File: src/hw/tx_cmd_a_pkg.sv
// Package with offsets, field positions and reset values of the transmit command A decoder.
package tx_cmd_a_pkg;

   // Register byte offsets on the Avalon-MM slave.
   localparam logic [4:0] STATUS_OFS = 5'h00;
   localparam logic [4:0] MASK_OFS = 5'h04;
   localparam logic [4:0] CONTROL_OFS = 5'h08;
   localparam logic [4:0] CMD_A_OFS = 5'h0c;
   localparam logic [4:0] PKT_BYTES_OFS = 5'h10;

   // Status and mask bit positions.
   localparam int STATUS_W = 4;
   localparam int ST_LOADED_BIT = 0;
   localparam int ST_TX_ERR_BIT = 1;
   localparam int ST_RSVD_BIT = 2;
   localparam int ST_ALIGN_BIT = 3;
   localparam logic [3:0] STATUS_RESET = 4'h0;
   localparam logic [3:0] MASK_RESET = 4'h0;

   // Control bit positions and reset value.
   localparam int CTRL_ENABLE_BIT = 0;
   localparam int CTRL_CHECK_RSVD_BIT = 1;
   localparam logic [1:0] CONTROL_RESET = 2'h3;

   // Command A field layout.
   localparam int IOC_BIT = 31;
   localparam logic [31:0] CMD_A_RSVD_MASK = 32'h7c00c000;
   localparam int ALIGN_HI = 25;
   localparam int ALIGN_LO = 24;
   localparam int OFFSET_HI = 20;
   localparam int OFFSET_LO = 16;
   localparam int FIRST_SEG_BIT = 13;
   localparam int LAST_SEG_BIT = 12;
   localparam int SIZE_HI = 10;

   // Command B packet length field.
   localparam int PKT_LEN_HI = 10;

   // End alignment codes and the word masks they round to.
   localparam logic [1:0] ALIGN_4_CODE = 2'h0;
   localparam logic [1:0] ALIGN_16_CODE = 2'h1;
   localparam logic [1:0] ALIGN_32_CODE = 2'h2;
   localparam logic [9:0] ALIGN_4_MASK = 10'h000;
   localparam logic [9:0] ALIGN_16_MASK = 10'h003;
   localparam logic [9:0] ALIGN_32_MASK = 10'h007;

endpackage : tx_cmd_a_pkg

File: src/hw/tx_cmd_a_fields.sv
// Field decoder for one transmit command A word, with the padding arithmetic.
`timescale 1ns/1ps
module tx_cmd_a_fields (
   input wire logic [31:0] cmd_a_i,
   output logic interrupt_req_o,
   output logic first_seg_o,
   output logic last_seg_o,
   output logic rsvd_err_o,
   output logic align_err_o,
   output logic [4:0] offset_o,
   output logic [10:0] size_o,
   output logic [9:0] data_words_o,
   output logic [9:0] padded_words_o
);

   logic [1:0] align_code;
   logic [9:0] align_mask;
   logic [11:0] span;
   logic [11:0] span_up;

   // Plain field extraction.
   assign interrupt_req_o = cmd_a_i[tx_cmd_a_pkg::IOC_BIT];
   assign first_seg_o = cmd_a_i[tx_cmd_a_pkg::FIRST_SEG_BIT];
   assign last_seg_o = cmd_a_i[tx_cmd_a_pkg::LAST_SEG_BIT];
   assign offset_o = cmd_a_i[tx_cmd_a_pkg::OFFSET_HI:tx_cmd_a_pkg::OFFSET_LO];
   assign size_o = cmd_a_i[tx_cmd_a_pkg::SIZE_HI:0];
   assign rsvd_err_o = |(cmd_a_i & tx_cmd_a_pkg::CMD_A_RSVD_MASK);
   assign align_code = cmd_a_i[tx_cmd_a_pkg::ALIGN_HI:tx_cmd_a_pkg::ALIGN_LO];

   // End alignment; the reserved code is flagged and treated as 4-byte.
   assign align_mask = (align_code == tx_cmd_a_pkg::ALIGN_16_CODE) ? tx_cmd_a_pkg::ALIGN_16_MASK :
                       (align_code == tx_cmd_a_pkg::ALIGN_32_CODE) ? tx_cmd_a_pkg::ALIGN_32_MASK :
                       tx_cmd_a_pkg::ALIGN_4_MASK;
   assign align_err_o = (align_code != tx_cmd_a_pkg::ALIGN_4_CODE) && (align_code != tx_cmd_a_pkg::ALIGN_16_CODE)
                        && (align_code != tx_cmd_a_pkg::ALIGN_32_CODE);

   // Words holding offset and payload, then rounded up to the alignment.
   assign span = {7'h00, offset_o} + {1'b0, size_o};
   assign span_up = span + 12'h003;
   assign data_words_o = span_up[11:2];
   assign padded_words_o = (data_words_o + align_mask) & ~align_mask;

endmodule : tx_cmd_a_fields

File: src/hw/tx_command_a_decoder.sv
// Transmit command A decoder: parses command words, strips offset and padding, checks packets.
// Overview of operation
// - Raise buffer-loaded flag when requested buffer finishes.
// - Decode end alignment: 4, 16, 32 bytes.
// - Drop host padding words, never forward them.
// - Start offset locates first payload byte; skip earlier.
// - First-segment bit opens a new packet.
// - Low eleven bits give buffer byte count.
// - Sum segment sizes; mismatch sets transmit error.
// - Offset low bits pick first valid lane.
// - Offset high bits skip up to seven words.
`timescale 1ns/1ps
module tx_command_a_decoder (
   input wire logic REF_CLK_I,
   input wire logic RESETN_I,
   input wire logic [31:0] WORD_I,
   input wire logic WORD_VALID_I,
   output logic [31:0] DATA_O,
   output logic [3:0] BYTE_EN_O,
   output logic DATA_VALID_O,
   output logic PACKET_START_O,
   output logic PACKET_END_O,
   output logic BUFFER_LOADED_FLAG_O,
   output logic TRANSMIT_ERROR_FLAG_O,
   output logic IRQ_O,
   input wire logic [4:0] AVS_ADDRESS_I,
   input wire logic AVS_READ_I,
   input wire logic AVS_WRITE_I,
   input wire logic [31:0] AVS_WRITEDATA_I,
   input wire logic [3:0] AVS_BYTEENABLE_I,
   output logic [31:0] AVS_READDATA_O,
   output logic AVS_WAITREQUEST_O
);

   // Parser position within one buffer.
   typedef enum logic [1:0] {WAIT_CMD_A, WAIT_CMD_B, PASS_DATA} parse_e;

   ////////////////////////////////////////////////////////////////////////////////
   // Declarations.

   parse_e state;
   logic [31:0] cmd_a;
   logic [31:0] cmd_b;
   logic packet_open;
   logic [11:0] accum;
   logic [9:0] word_idx;
   logic sent_any;
   logic [3:0] status;
   logic [3:0] mask;
   logic [1:0] control;
   logic bus_ack;

   // Fields of the held command A word.
   logic ioc;
   logic first_seg;
   logic last_seg;
   logic rsvd_err;
   logic align_err;
   logic [4:0] offset;
   logic [10:0] size;
   logic [9:0] data_words;
   logic [9:0] padded_words;

   ////////////////////////////////////////////////////////////////////////////////
   // Field decode of the held command A word.

   tx_cmd_a_fields u_fields (
      .cmd_a_i(cmd_a),
      .interrupt_req_o(ioc),
      .first_seg_o(first_seg),
      .last_seg_o(last_seg),
      .rsvd_err_o(rsvd_err),
      .align_err_o(align_err),
      .offset_o(offset),
      .size_o(size),
      .data_words_o(data_words),
      .padded_words_o(padded_words)
   );

   ////////////////////////////////////////////////////////////////////////////////
   // Word intake and buffer sequencing terms.

   // Words are dropped while disabled; the parser keeps its place.
   wire logic take = WORD_VALID_I & control[tx_cmd_a_pkg::CTRL_ENABLE_BIT];
   wire logic at_cmd_a = take & (state == WAIT_CMD_A);
   wire logic at_cmd_b = take & (state == WAIT_CMD_B);
   wire logic at_data = take & (state == PASS_DATA);
   wire logic is_last_word = (word_idx == (padded_words - 10'h001));
   wire logic empty_buffer = (padded_words == 10'h000);
   wire logic buffer_done = (at_data & is_last_word) | (at_cmd_b & empty_buffer);

   // Byte window of the payload inside the data section.
   wire logic [11:0] first_pos = {7'h00, offset};
   wire logic [11:0] end_pos = first_pos + {1'b0, size};
   logic [3:0] lane_ok;

   // Per-lane validity: bytes before the offset and past the count are dropped.
   genvar lane;
   generate
      for (lane = 0; lane < 4; lane = lane + 1) begin : g_lane
         wire logic [11:0] pos = {word_idx, 2'(lane)};
         assign lane_ok[lane] = at_data && (pos >= first_pos) && (pos < end_pos);
      end
   endgenerate

   wire logic any_ok = |lane_ok;
   wire logic payload_last = (word_idx == (data_words - 10'h001));

   ////////////////////////////////////////////////////////////////////////////////
   // Packet bookkeeping terms.

   // The running count restarts on a first segment; command B must repeat unchanged.
   wire logic [11:0] sum_accum = first_seg ? {1'b0, size} : (accum + {1'b0, size});
   wire logic [11:0] eff_accum = at_cmd_b ? sum_accum : accum;
   wire logic [31:0] eff_cmd_b = (at_cmd_b & first_seg) ? WORD_I : cmd_b;
   wire logic [11:0] eff_len = {1'b0, eff_cmd_b[tx_cmd_a_pkg::PKT_LEN_HI:0]};
   wire logic seq_err = at_cmd_b & (first_seg ? packet_open : (~packet_open | (WORD_I != cmd_b)));
   wire logic len_err = buffer_done & last_seg & (eff_accum != eff_len);

   // Events that set sticky status bits.
   wire logic loaded_ev = buffer_done & ioc;
   wire logic tx_err_ev = seq_err | len_err;
   wire logic rsvd_ev = at_cmd_b & rsvd_err & control[tx_cmd_a_pkg::CTRL_CHECK_RSVD_BIT];
   wire logic align_ev = at_cmd_b & align_err;
   logic [3:0] status_set;

   // Gather the events into the status layout.
   always_comb begin
      status_set = 4'h0;
      status_set[tx_cmd_a_pkg::ST_LOADED_BIT] = loaded_ev;
      status_set[tx_cmd_a_pkg::ST_TX_ERR_BIT] = tx_err_ev;
      status_set[tx_cmd_a_pkg::ST_RSVD_BIT] = rsvd_ev;
      status_set[tx_cmd_a_pkg::ST_ALIGN_BIT] = align_ev;
   end

   ////////////////////////////////////////////////////////////////////////////////
   // Parser state machine.

   // Steps command A, command B and the data words of each buffer.
   always_ff @(posedge REF_CLK_I) begin
      if (!RESETN_I) begin
         state <= WAIT_CMD_A;
      end else begin
         unique case (state)
            WAIT_CMD_A: begin
               if (at_cmd_a) begin
                  state <= WAIT_CMD_B;
               end
            end
            WAIT_CMD_B: begin
               if (at_cmd_b) begin
                  state <= empty_buffer ? WAIT_CMD_A : PASS_DATA;
               end
            end
            PASS_DATA: begin
               if (buffer_done) begin
                  state <= WAIT_CMD_A;
               end
            end
         endcase
      end
   end

   // Command capture and data word index within the buffer.
   always_ff @(posedge REF_CLK_I) begin
      if (!RESETN_I) begin
         cmd_a <= 32'h0000_0000;
         word_idx <= 10'h000;
         sent_any <= 1'b0;
      end else begin
         if (at_cmd_a) begin
            cmd_a <= WORD_I;
         end
         if (at_cmd_b) begin
            word_idx <= 10'h000;
            sent_any <= 1'b0;
         end else if (at_data) begin
            word_idx <= word_idx + 10'h001;
            sent_any <= sent_any | any_ok;
         end
      end
   end

   // Packet open flag, reference command B and running byte count.
   always_ff @(posedge REF_CLK_I) begin
      if (!RESETN_I) begin
         packet_open <= 1'b0;
         cmd_b <= 32'h0000_0000;
         accum <= 12'h000;
      end else begin
         if (at_cmd_b) begin
            accum <= sum_accum;
            cmd_b <= eff_cmd_b;
            if (first_seg) begin
               packet_open <= 1'b1;
            end
         end
         if (buffer_done & last_seg) begin
            packet_open <= 1'b0;
         end
      end
   end

   ////////////////////////////////////////////////////////////////////////////////
   // Payload output.

   // Registered payload words with lane enables and packet markers.
   always_ff @(posedge REF_CLK_I) begin
      if (!RESETN_I) begin
         DATA_O <= 32'h0000_0000;
         BYTE_EN_O <= 4'h0;
         DATA_VALID_O <= 1'b0;
         PACKET_START_O <= 1'b0;
         PACKET_END_O <= 1'b0;
      end else begin
         if (at_data) begin
            DATA_O <= WORD_I;
         end
         BYTE_EN_O <= lane_ok;
         DATA_VALID_O <= any_ok;
         PACKET_START_O <= any_ok & first_seg & ~sent_any;
         PACKET_END_O <= any_ok & last_seg & payload_last;
      end
   end

   ////////////////////////////////////////////////////////////////////////////////
   // Avalon-MM slave.

   // Address decode and write strobes; writes land on the completing edge.
   wire logic bus_req = AVS_READ_I | AVS_WRITE_I;
   wire logic [4:0] word_addr = {AVS_ADDRESS_I[4:2], 2'h0};
   wire logic sel_status = (word_addr == tx_cmd_a_pkg::STATUS_OFS);
   wire logic sel_mask = (word_addr == tx_cmd_a_pkg::MASK_OFS);
   wire logic sel_control = (word_addr == tx_cmd_a_pkg::CONTROL_OFS);
   wire logic sel_cmd_a = (word_addr == tx_cmd_a_pkg::CMD_A_OFS);
   wire logic sel_bytes = (word_addr == tx_cmd_a_pkg::PKT_BYTES_OFS);
   wire logic wr_mask = bus_ack & AVS_WRITE_I & sel_mask & AVS_BYTEENABLE_I[0];
   wire logic wr_control = bus_ack & AVS_WRITE_I & sel_control & AVS_BYTEENABLE_I[0];
   wire logic rd_clear = bus_ack & AVS_READ_I & sel_status;

   // Read selection; unmapped offsets read as zero.
   wire logic [31:0] read_mux = sel_status ? {28'h0000000, status} :
                                sel_mask ? {28'h0000000, mask} :
                                sel_control ? {30'h0, control} :
                                sel_cmd_a ? cmd_a :
                                sel_bytes ? {20'h00000, accum} :
                                32'h0000_0000;

   // The answer comes one cycle after the request is seen.
   assign AVS_WAITREQUEST_O = bus_req & ~bus_ack;

   // Acknowledge and read data capture.
   always_ff @(posedge REF_CLK_I) begin
      if (!RESETN_I) begin
         bus_ack <= 1'b0;
         AVS_READDATA_O <= 32'h0000_0000;
      end else begin
         bus_ack <= bus_req & ~bus_ack;
         if (AVS_READ_I & ~bus_ack) begin
            AVS_READDATA_O <= read_mux;
         end
      end
   end

   // Mask and control writes take effect on the accepting edge.
   always_ff @(posedge REF_CLK_I) begin
      if (!RESETN_I) begin
         mask <= tx_cmd_a_pkg::MASK_RESET;
         control <= tx_cmd_a_pkg::CONTROL_RESET;
      end else begin
         if (wr_mask) begin
            mask <= AVS_WRITEDATA_I[3:0];
         end
         if (wr_control) begin
            control <= AVS_WRITEDATA_I[1:0];
         end
      end
   end

   ////////////////////////////////////////////////////////////////////////////////
   // Sticky status and interrupt.

   // Read clears the status; a new event in the same cycle survives the clear.
   wire logic [3:0] next_status = (rd_clear ? 4'h0 : status) | status_set;

   // Sticky status register.
   always_ff @(posedge REF_CLK_I) begin
      if (!RESETN_I) begin
         status <= tx_cmd_a_pkg::STATUS_RESET;
      end else begin
         status <= next_status;
      end
   end

   // Flags and the level interrupt follow the status register.
   assign BUFFER_LOADED_FLAG_O = status[tx_cmd_a_pkg::ST_LOADED_BIT];
   assign TRANSMIT_ERROR_FLAG_O = status[tx_cmd_a_pkg::ST_TX_ERR_BIT];
   assign IRQ_O = |(status & mask);

endmodule : tx_command_a_decoder

File: config.mk
export PLATFORM = sky130hd
export DESIGN_NAME = tx_command_a_decoder
export DESIGN_NICKNAME = d
export VERILOG_FILES = /design/src/hw/tx_cmd_a_pkg.sv /design/src/hw/tx_cmd_a_fields.sv /design/src/hw/tx_command_a_decoder.sv
export SDC_FILE = /design/constraint.sdc
export NUM_CORES = 1
export LEC_CHECK = 0
export ABC_AREA = 1
export BUFFER_PORTS_ARGS = -buffer_cell sky130_fd_sc_hd__buf_2
export CORE_UTILIZATION = 40
export CTS_BUF_LIST = sky130_fd_sc_hd__clkbuf_4 sky130_fd_sc_hd__clkbuf_8
export DETAILED_ROUTE_END_ITERATION = 8
export PLACE_DENSITY_LB_ADDON = 0.25
export SYNTH_ARGS = -nofsm -noshare
export SYNTH_HDL_FRONTEND = slang
export SYNTH_HIERARCHICAL = 1
export SYNTH_SLANG_ARGS = --single-unit
export TNS_END_PERCENT = 30
File: constraint.sdc
create_clock -name REF_CLK_I -period 8.1 [get_ports REF_CLK_I]
set_input_delay 0.405 -clock REF_CLK_I [delete_from_list [all_inputs] [get_ports REF_CLK_I]]
set_output_delay 0.405 -clock REF_CLK_I [all_outputs]
set_load 0.1 [all_outputs]
Word level (Yosys, flattened, before mapping). Cells that the tools add are included.

Register bits: 172. Input bits: 78.

Add/subtract/negate cells: 7. $lt $le $gt $ge: 8. Equal/unequal tests: 17. Mux-type cells: 17. Bitwise logic cells: 40. Reductions and logical operators: 22.

Operators with widths (number): two-way mux 32 bit (4); >= comparator 12 x 5 -> 1 bit (4); less-than comparator 12 bit (4); two-way mux 12 bit (3); inequality test 32 bit (1); AND 1 bit (27); equality test 10 bit (2); subtractor 10 x 1 -> 10 bit, second input constant (2); adder 12 x 11 -> 12 bit (1); adder 12 x 2 -> 12 bit, second input constant (1); adder 5 x 11 -> 12 bit (1); inequality test 12 x 11 -> 1 bit (1); two-way mux 11 bit (1); adder 10 x 1 -> 10 bit, second input constant (1); adder 10 bit (1); AND 10 bit (1); logical AND 1 bit (10); logical NOT 10 bit (1); two-way mux 10 bit (1); inverter 10 bit (1); two-way mux 2 bit (4); inequality test 2 bit, second input constant (4); OR reduction 4 bit (2); OR reduction 7 bit (1); other kinds (20) (32).

Depth between registers and ports, before layout.
Depth in word-level cells: 13. Depth in mapped cells: 29. Mapped depth without buffers: 29.

By module. Netlist, hierarchy kept.

By module, submodules not included: tx_command_a_decoder (instances 1, cells an instance 1355, area each 9265.1 um2, sequential area each 3443.3 um2); tx_cmd_a_fields (instances 1, cells an instance 155, area each 975.9 um2, sequential area each 0.0 um2).

Worst setup path after synthesis. OpenSTA, ideal clock, no wires.

Path type: register to register. Start: reg cmd_a[17]. End: reg state[0]. Setup time: 0.132 ns. Arrival time: 3.476 ns. Path slack: 4.492 ns. Stages on the path, launching flop included: 26. Buffers on the path: 0. Path through: dfxtp_1 inv_1 ha_1 nor2_1 inv_1 fa_1 xnor2_1 fa_1 nand2_1 inv_1 nor2_1 nor2_4 xor2_1 nor2_2 inv_1 nor2_1 nand2_1 nand2_1 nor2_1 nand3b_1 nor2_1 nand3_1 nand3_1 nand2_1 nand2_1 a21oi_1.

Cells in the longest elaborated chain, start to end: 10. Elaborated cells between the ends (all ways): 12. Classes of those cells: add/sub: 4; eq/ne: 2; bitwise: 4; reduce/logical: 2.

Ends and longest elaborated chain: start: declaration (line tx_command_a_decoder.sv:42) `logic [31:0] cmd_a;`; start signal: assignment (line tx_command_a_decoder.sv:167) `cmd_a <= 32'h0000_0000;`; start signal: assignment (line tx_command_a_decoder.sv:172) `cmd_a <= WORD_I;`; adder 5 x 11 -> 12 bit (*) (line tx_cmd_a_fields.sv:38) `assign span = {7'h00, offset_o} + {1'b0, size_o};`; adder 12 x 2 -> 12 bit (*) (line tx_cmd_a_fields.sv:39) `assign span_up = span + 12'h003;`; via data_words[1] (line tx_command_a_decoder.sv:61) `logic [9:0] data_words;`; adder 10 bit (*) (line tx_cmd_a_fields.sv:41) `assign padded_words_o = (data_words_o + align_mask) & ~align_mask;`; AND 10 bit (*) (line tx_cmd_a_fields.sv:41); via padded_words[4] (line tx_command_a_decoder.sv:62) `logic [9:0] padded_words;`; subtractor 10 x 1 -> 10 bit (line tx_command_a_decoder.sv:88) `wire logic is_last_word = (word_idx == (padded_words - 10'h001));`; equality test 10 bit (line tx_command_a_decoder.sv:88); AND 1 bit (line tx_command_a_decoder.sv:90) `wire logic buffer_done = (at_data & is_last_word) | (at_cmd_b & empty_buffer);`; bitwise OR 1 bit (*) (line tx_command_a_decoder.sv:90); inequality test 2 bit (no source line) (*); AND reduction 3 bit (no source line) (*); end signal: assignment (line tx_command_a_decoder.sv:152) `state <= empty_buffer ? WAIT_CMD_A : PASS_DATA;`; end: declaration (line tx_command_a_decoder.sv:41) `parse_e state;`.

Mark *: on every way through the listed nets, which the timed path passes. The rest lies on a longest branch. A chain may end at the register's enable or synchronous reset.

Final worst setup path.
Start: reg cmd_a[1]. End: reg status[1].

Cells in the longest elaborated chain, start to end: 12. Elaborated cells between the ends (all ways): 18. Classes of those cells: add/sub: 5; eq/ne: 2; mux: 2; bitwise: 8; reduce/logical: 1.

Ends and longest elaborated chain: adder 5 x 11 -> 12 bit (*) (line tx_cmd_a_fields.sv:38); adder 12 x 2 -> 12 bit (*) (line tx_cmd_a_fields.sv:39); via data_words[1] (line tx_command_a_decoder.sv:61); adder 10 bit (*) (line tx_cmd_a_fields.sv:41); AND 10 bit (*) (line tx_cmd_a_fields.sv:41); via padded_words[1] (line tx_command_a_decoder.sv:62); subtractor 10 x 1 -> 10 bit (line tx_command_a_decoder.sv:88); equality test 10 bit (line tx_command_a_decoder.sv:88); AND 1 bit (line tx_command_a_decoder.sv:90); bitwise OR 1 bit (*) (line tx_command_a_decoder.sv:90); AND 1 bit (*) (2 in a row) (line tx_command_a_decoder.sv:118) `wire logic len_err = buffer_done & last_seg & (eff_accum != eff_len);`; bitwise OR 1 bit (*) (line tx_command_a_decoder.sv:122) `wire logic tx_err_ev = seq_err | len_err;`; bitwise OR 4 bit (*) (line tx_command_a_decoder.sv:284) `wire logic [3:0] next_status = (rd_clear ? 4'h0 : status) | status_set;`; end signal: assignment (line tx_command_a_decoder.sv:289) `status <= tx_cmd_a_pkg::STATUS_RESET;`; end signal: assignment (line tx_command_a_decoder.sv:291) `status <= next_status;`; end: declaration (line tx_command_a_decoder.sv:48) `logic [3:0] status;`.

Marks and branches as above.

==> results.ini <==
[run_status]
outcome = finished clean

[setup_path]
critical_path.top_delay_family = simple AND/OR/NAND/NOR gates
crit_required_ns = 8.52
cp_max_fo = 6
crit_path_top_delay_cell = fa_1
path_class = register to register
cp_common_cell = nand2_1
critical_path.startpoint_type = register
end_kind = register
crit_chain = inv_1 -> ha_1 -> nor2_1 -> inv_1 -> fa_1 -> xnor2_1 -> fa_1 -> nand2_1 -> inv_1 -> inv_1 -> ha_1 -> nand3_1 -> nor3_1 -> nand2_1 -> nand2_1 -> nand2_1 -> nand2_1 -> nand3_1 -> nor2_1 -> nand3_1 -> a21oi_1 -> nand2_1 -> a21oi_2
worst_path_largest_cell_delay_ns = 0.48
rr_worst_depth = 23
arrival_ns = 4.87
crit_buf_inv = 4
rr_endpoint = status[1]
r2r_slack_ns = 3.65
r2r_start = cmd_a[1]

[routing]
avgViaCountPerCell = 5.038
vias = 9694
dr.pass1.iters = 5
wl_per_cell_um = 14.82
drtAntennaViolNets = 0
drc = 0
first_iter_violations = 515
finalWirelength_mm = 28.51

[synth]
postSynthNetCount = 1641
ys_ff_latch = 172
syn_area_um2 = 10240
yosysUniqueCellTypes = 55
synth_top_area_cell = dfxtp_1
synth-seq-area-share = 0.3362
ys_warn_count = 6
syn_area_per_cell_um2 = 6.782
synth_top_area_share = 0.3362
synth_cells = 1510
synthTopCellsByArea = dfxtp_1, nand2_1, a21oi_1

[timing]
setup_viol = 0
fmaxAchievable_mhz = 224.6
rsz0062_at_grt = no
worst_pin_slew_ns = 0.8836
slew_headroom = 0.4109
finalClockSkew_ns = 0.02998
tns_ns = 0
final.period_utilization = 0.5496
finalMaxSlewViolations = 0
hold_viol = 0
period_minus_slack_ns = 4.451

[global_route]
grt_pass1_wl_mm = 46.02
grt_pass1_vias = 8990
antenna_found_initial = 0
overflow = 0
grt_max_degree = 69
grt_usage = 0.2205

[clock_tree]
cts_resized = 0
tritoncts = done
clock_path_buffers = 2
worstSkewPairLatency_ns = 0.50
path_clk_slew_ns = 0.11
cts-buffers-inserted = 17
ctsRootBufferMaster = clkbuf_8
ctsHoldBuffers = 0
postCtsSetupRepairBufs = 0
htreeDepth = 4
cts_sinks = 172

[worst_hold_path]
hold_depth = 3
worstHoldStart = AVS_WRITEDATA_I[1]
worstHoldEndpoint = control[1]
holdCritPathClass = primary input to register

[place]
place.gp.congestion = 0.8669
placed_cells = 1892
io_buffers = 119
hpwl_mm = 21.26

[die]
die_w_um = 162.0
io_pins = 153
fp-row-count = 58
initial_core_util = 0.4067
die_h_um = 162.0
die_area_um2 = 26250
fp.coreArea_um2 = 25180

[power_and_ir_drop]
peakVddDrop_mv = 0.09384
power.density_nw_per_um2 = 203.8
p_leak_uw = 0.005258

[finish]
layout-drive-gt1-share = 0.1324
final_core_util = 0.4513
finalNonFillerCells = 1924
nets = 1712
fillCellCount = 2607
area_growth_pct = 10.97
diodes = 0

[job]
cap_viol_max_count = 0

report_power, final:
group | switching, uW | internal (uW)
Clock | 421 | 254
Combinational | 487 | 224
Sequential | 44.2 | 886
metal layers:
layer  part of all wire  track usage  routed length (um)  up-vias
li1                   -            -                   -     5050
met5                  0            0                   0        -
met3              0.059      0.04443                1677       20
met4             0.0094      0.04974                 268        0
met1               0.47       0.2896               13380     4404
met2               0.46       0.3705               13180      220
worst reg2reg max path: stages, from the launching register on:
cell	delay, ns
dfxtp_1	0.46
inv_1	0.09
ha_1	0.29
nor2_1	0.22
inv_1	0.08
fa_1	0.42
xnor2_1	0.41
fa_1	0.48
nand2_1	0.09
inv_1	0.04
inv_1	0.06
ha_1	0.17
nand3_1	0.13
nor3_1	0.27
nand2_1	0.16
nand2_1	0.13
nand2_1	0.06
nand2_1	0.06
nand3_1	0.07
nor2_1	0.09
nand3_1	0.14
a21oi_1	0.27
nand2_1	0.10
a21oi_2	0.12
final cells by class:
| type | count | area (um^2) | share of cell area |
|---|---|---|---|
| timing repair buffer | 124 | 633.1 | 0.05571 |
| sequential | 172 | 3443 | 0.3030 |
| clock buffer | 17 | 234.0 | 0.02059 |
| multi-input combinational | 1081 | 5713 | 0.5027 |
| clock inverter | 15 | 227.7 | 0.02004 |
| tap | 330 | 412.9 | 0.03633 |
| inverter | 185 | 700.7 | 0.06165 |
through the flow:
stage	hold WS [ns]	total power [uW]	worst slack (ns)	instance area (um^2)
floorplan	0.3953	1511	4.492	10240
global placement	0.4093	1648	3.688	10900
detailed placement	0.4175	1657	3.643	10900
CTS	0.1579	2330	3.620	11360
global route	0.1647	2457	3.087	11360
finish	0.1647	2316	3.649	11360
sequential cells by signal, indices dropped and copies added, names as in the netlist:
register / cells
cmd_a: 32
BYTE_EN_O: 4
packet_open: 1
cmd_b: 32
PACKET_END_O: 1
accum: 12
bus_ack: 1
DATA_O: 32
status: 4
mask: 4
AVS_READDATA_O: 32
PACKET_START_O: 1
control: 2
state: 2
word_idx: 10
DATA_VALID_O: 1
sent_any: 1
logic make-up after synthesis:
family	count (synthesis)	synth area share
and+or+nand+nor	678	0.2899
AOI/OAI and AO/OA	303	0.1580
buffers and inverters	257	0.1067
DFF	172	0.3362
adders and majority gates	53	0.06769
xor gates and xnor gates	46	0.03934
muxes	1	0.002199
cell usage in the layout (no fill, tap or decap), drive strengths merged, types with 2 or more instances in the layout:
master,count
nor4,6
clkbuf,17
nand3b,8
inv,189
nor2,146
buf,124
fa,4
and2,2
o22ai,17
o221ai,2
or2,12
a21oi,152
nand2,364
xnor2,12
xor2,34
nand3,102
ha,49
a31oi,3
a211oi,4
o21ai,114
a221oi,2
clkinv,11
a41oi,2
o21bai,2
dfxtp,172
nor3,15
nand4,20
Yosys cell counts, drive strengths merged:
cell    number
a21o         1
clkbuf      43
nor2       146
clkinv       3
and2         2
xnor2       12
o31ai        1
nand2      364
dfxtp      172
inv        182
nand3b       8
a21boi       1
mux2i        1
fa           4
o221ai       2
o21ai      114
nor3        15
nand3      102
a211o        1
and3         1
nor4         6
nor3b        1
xor2        34
nand4       20
a211oi       4
a31oi        3
buf         29
a21oi      152
o211a        1
a41oi        2
or2         12
o22ai       17
ha          49
o21bai       2
or4          1
a221oi       2
worst max-delay path by stage:
stage                         start  cells past startpoint        end  slack, ns
after floorplan           cmd_a[17]                     25   state[0]       4.49
after global routing       cmd_a[1]                     25  status[1]       3.09
final                      cmd_a[1]                     23  status[1]       3.65
after CTS                  cmd_a[1]                     24  status[1]       3.62
after global placement    cmd_a[17]                     24  status[1]       3.69
after detailed placement   cmd_a[1]                     24  status[1]       3.64
Note: power is estimated with default switching activity, not from simulation.
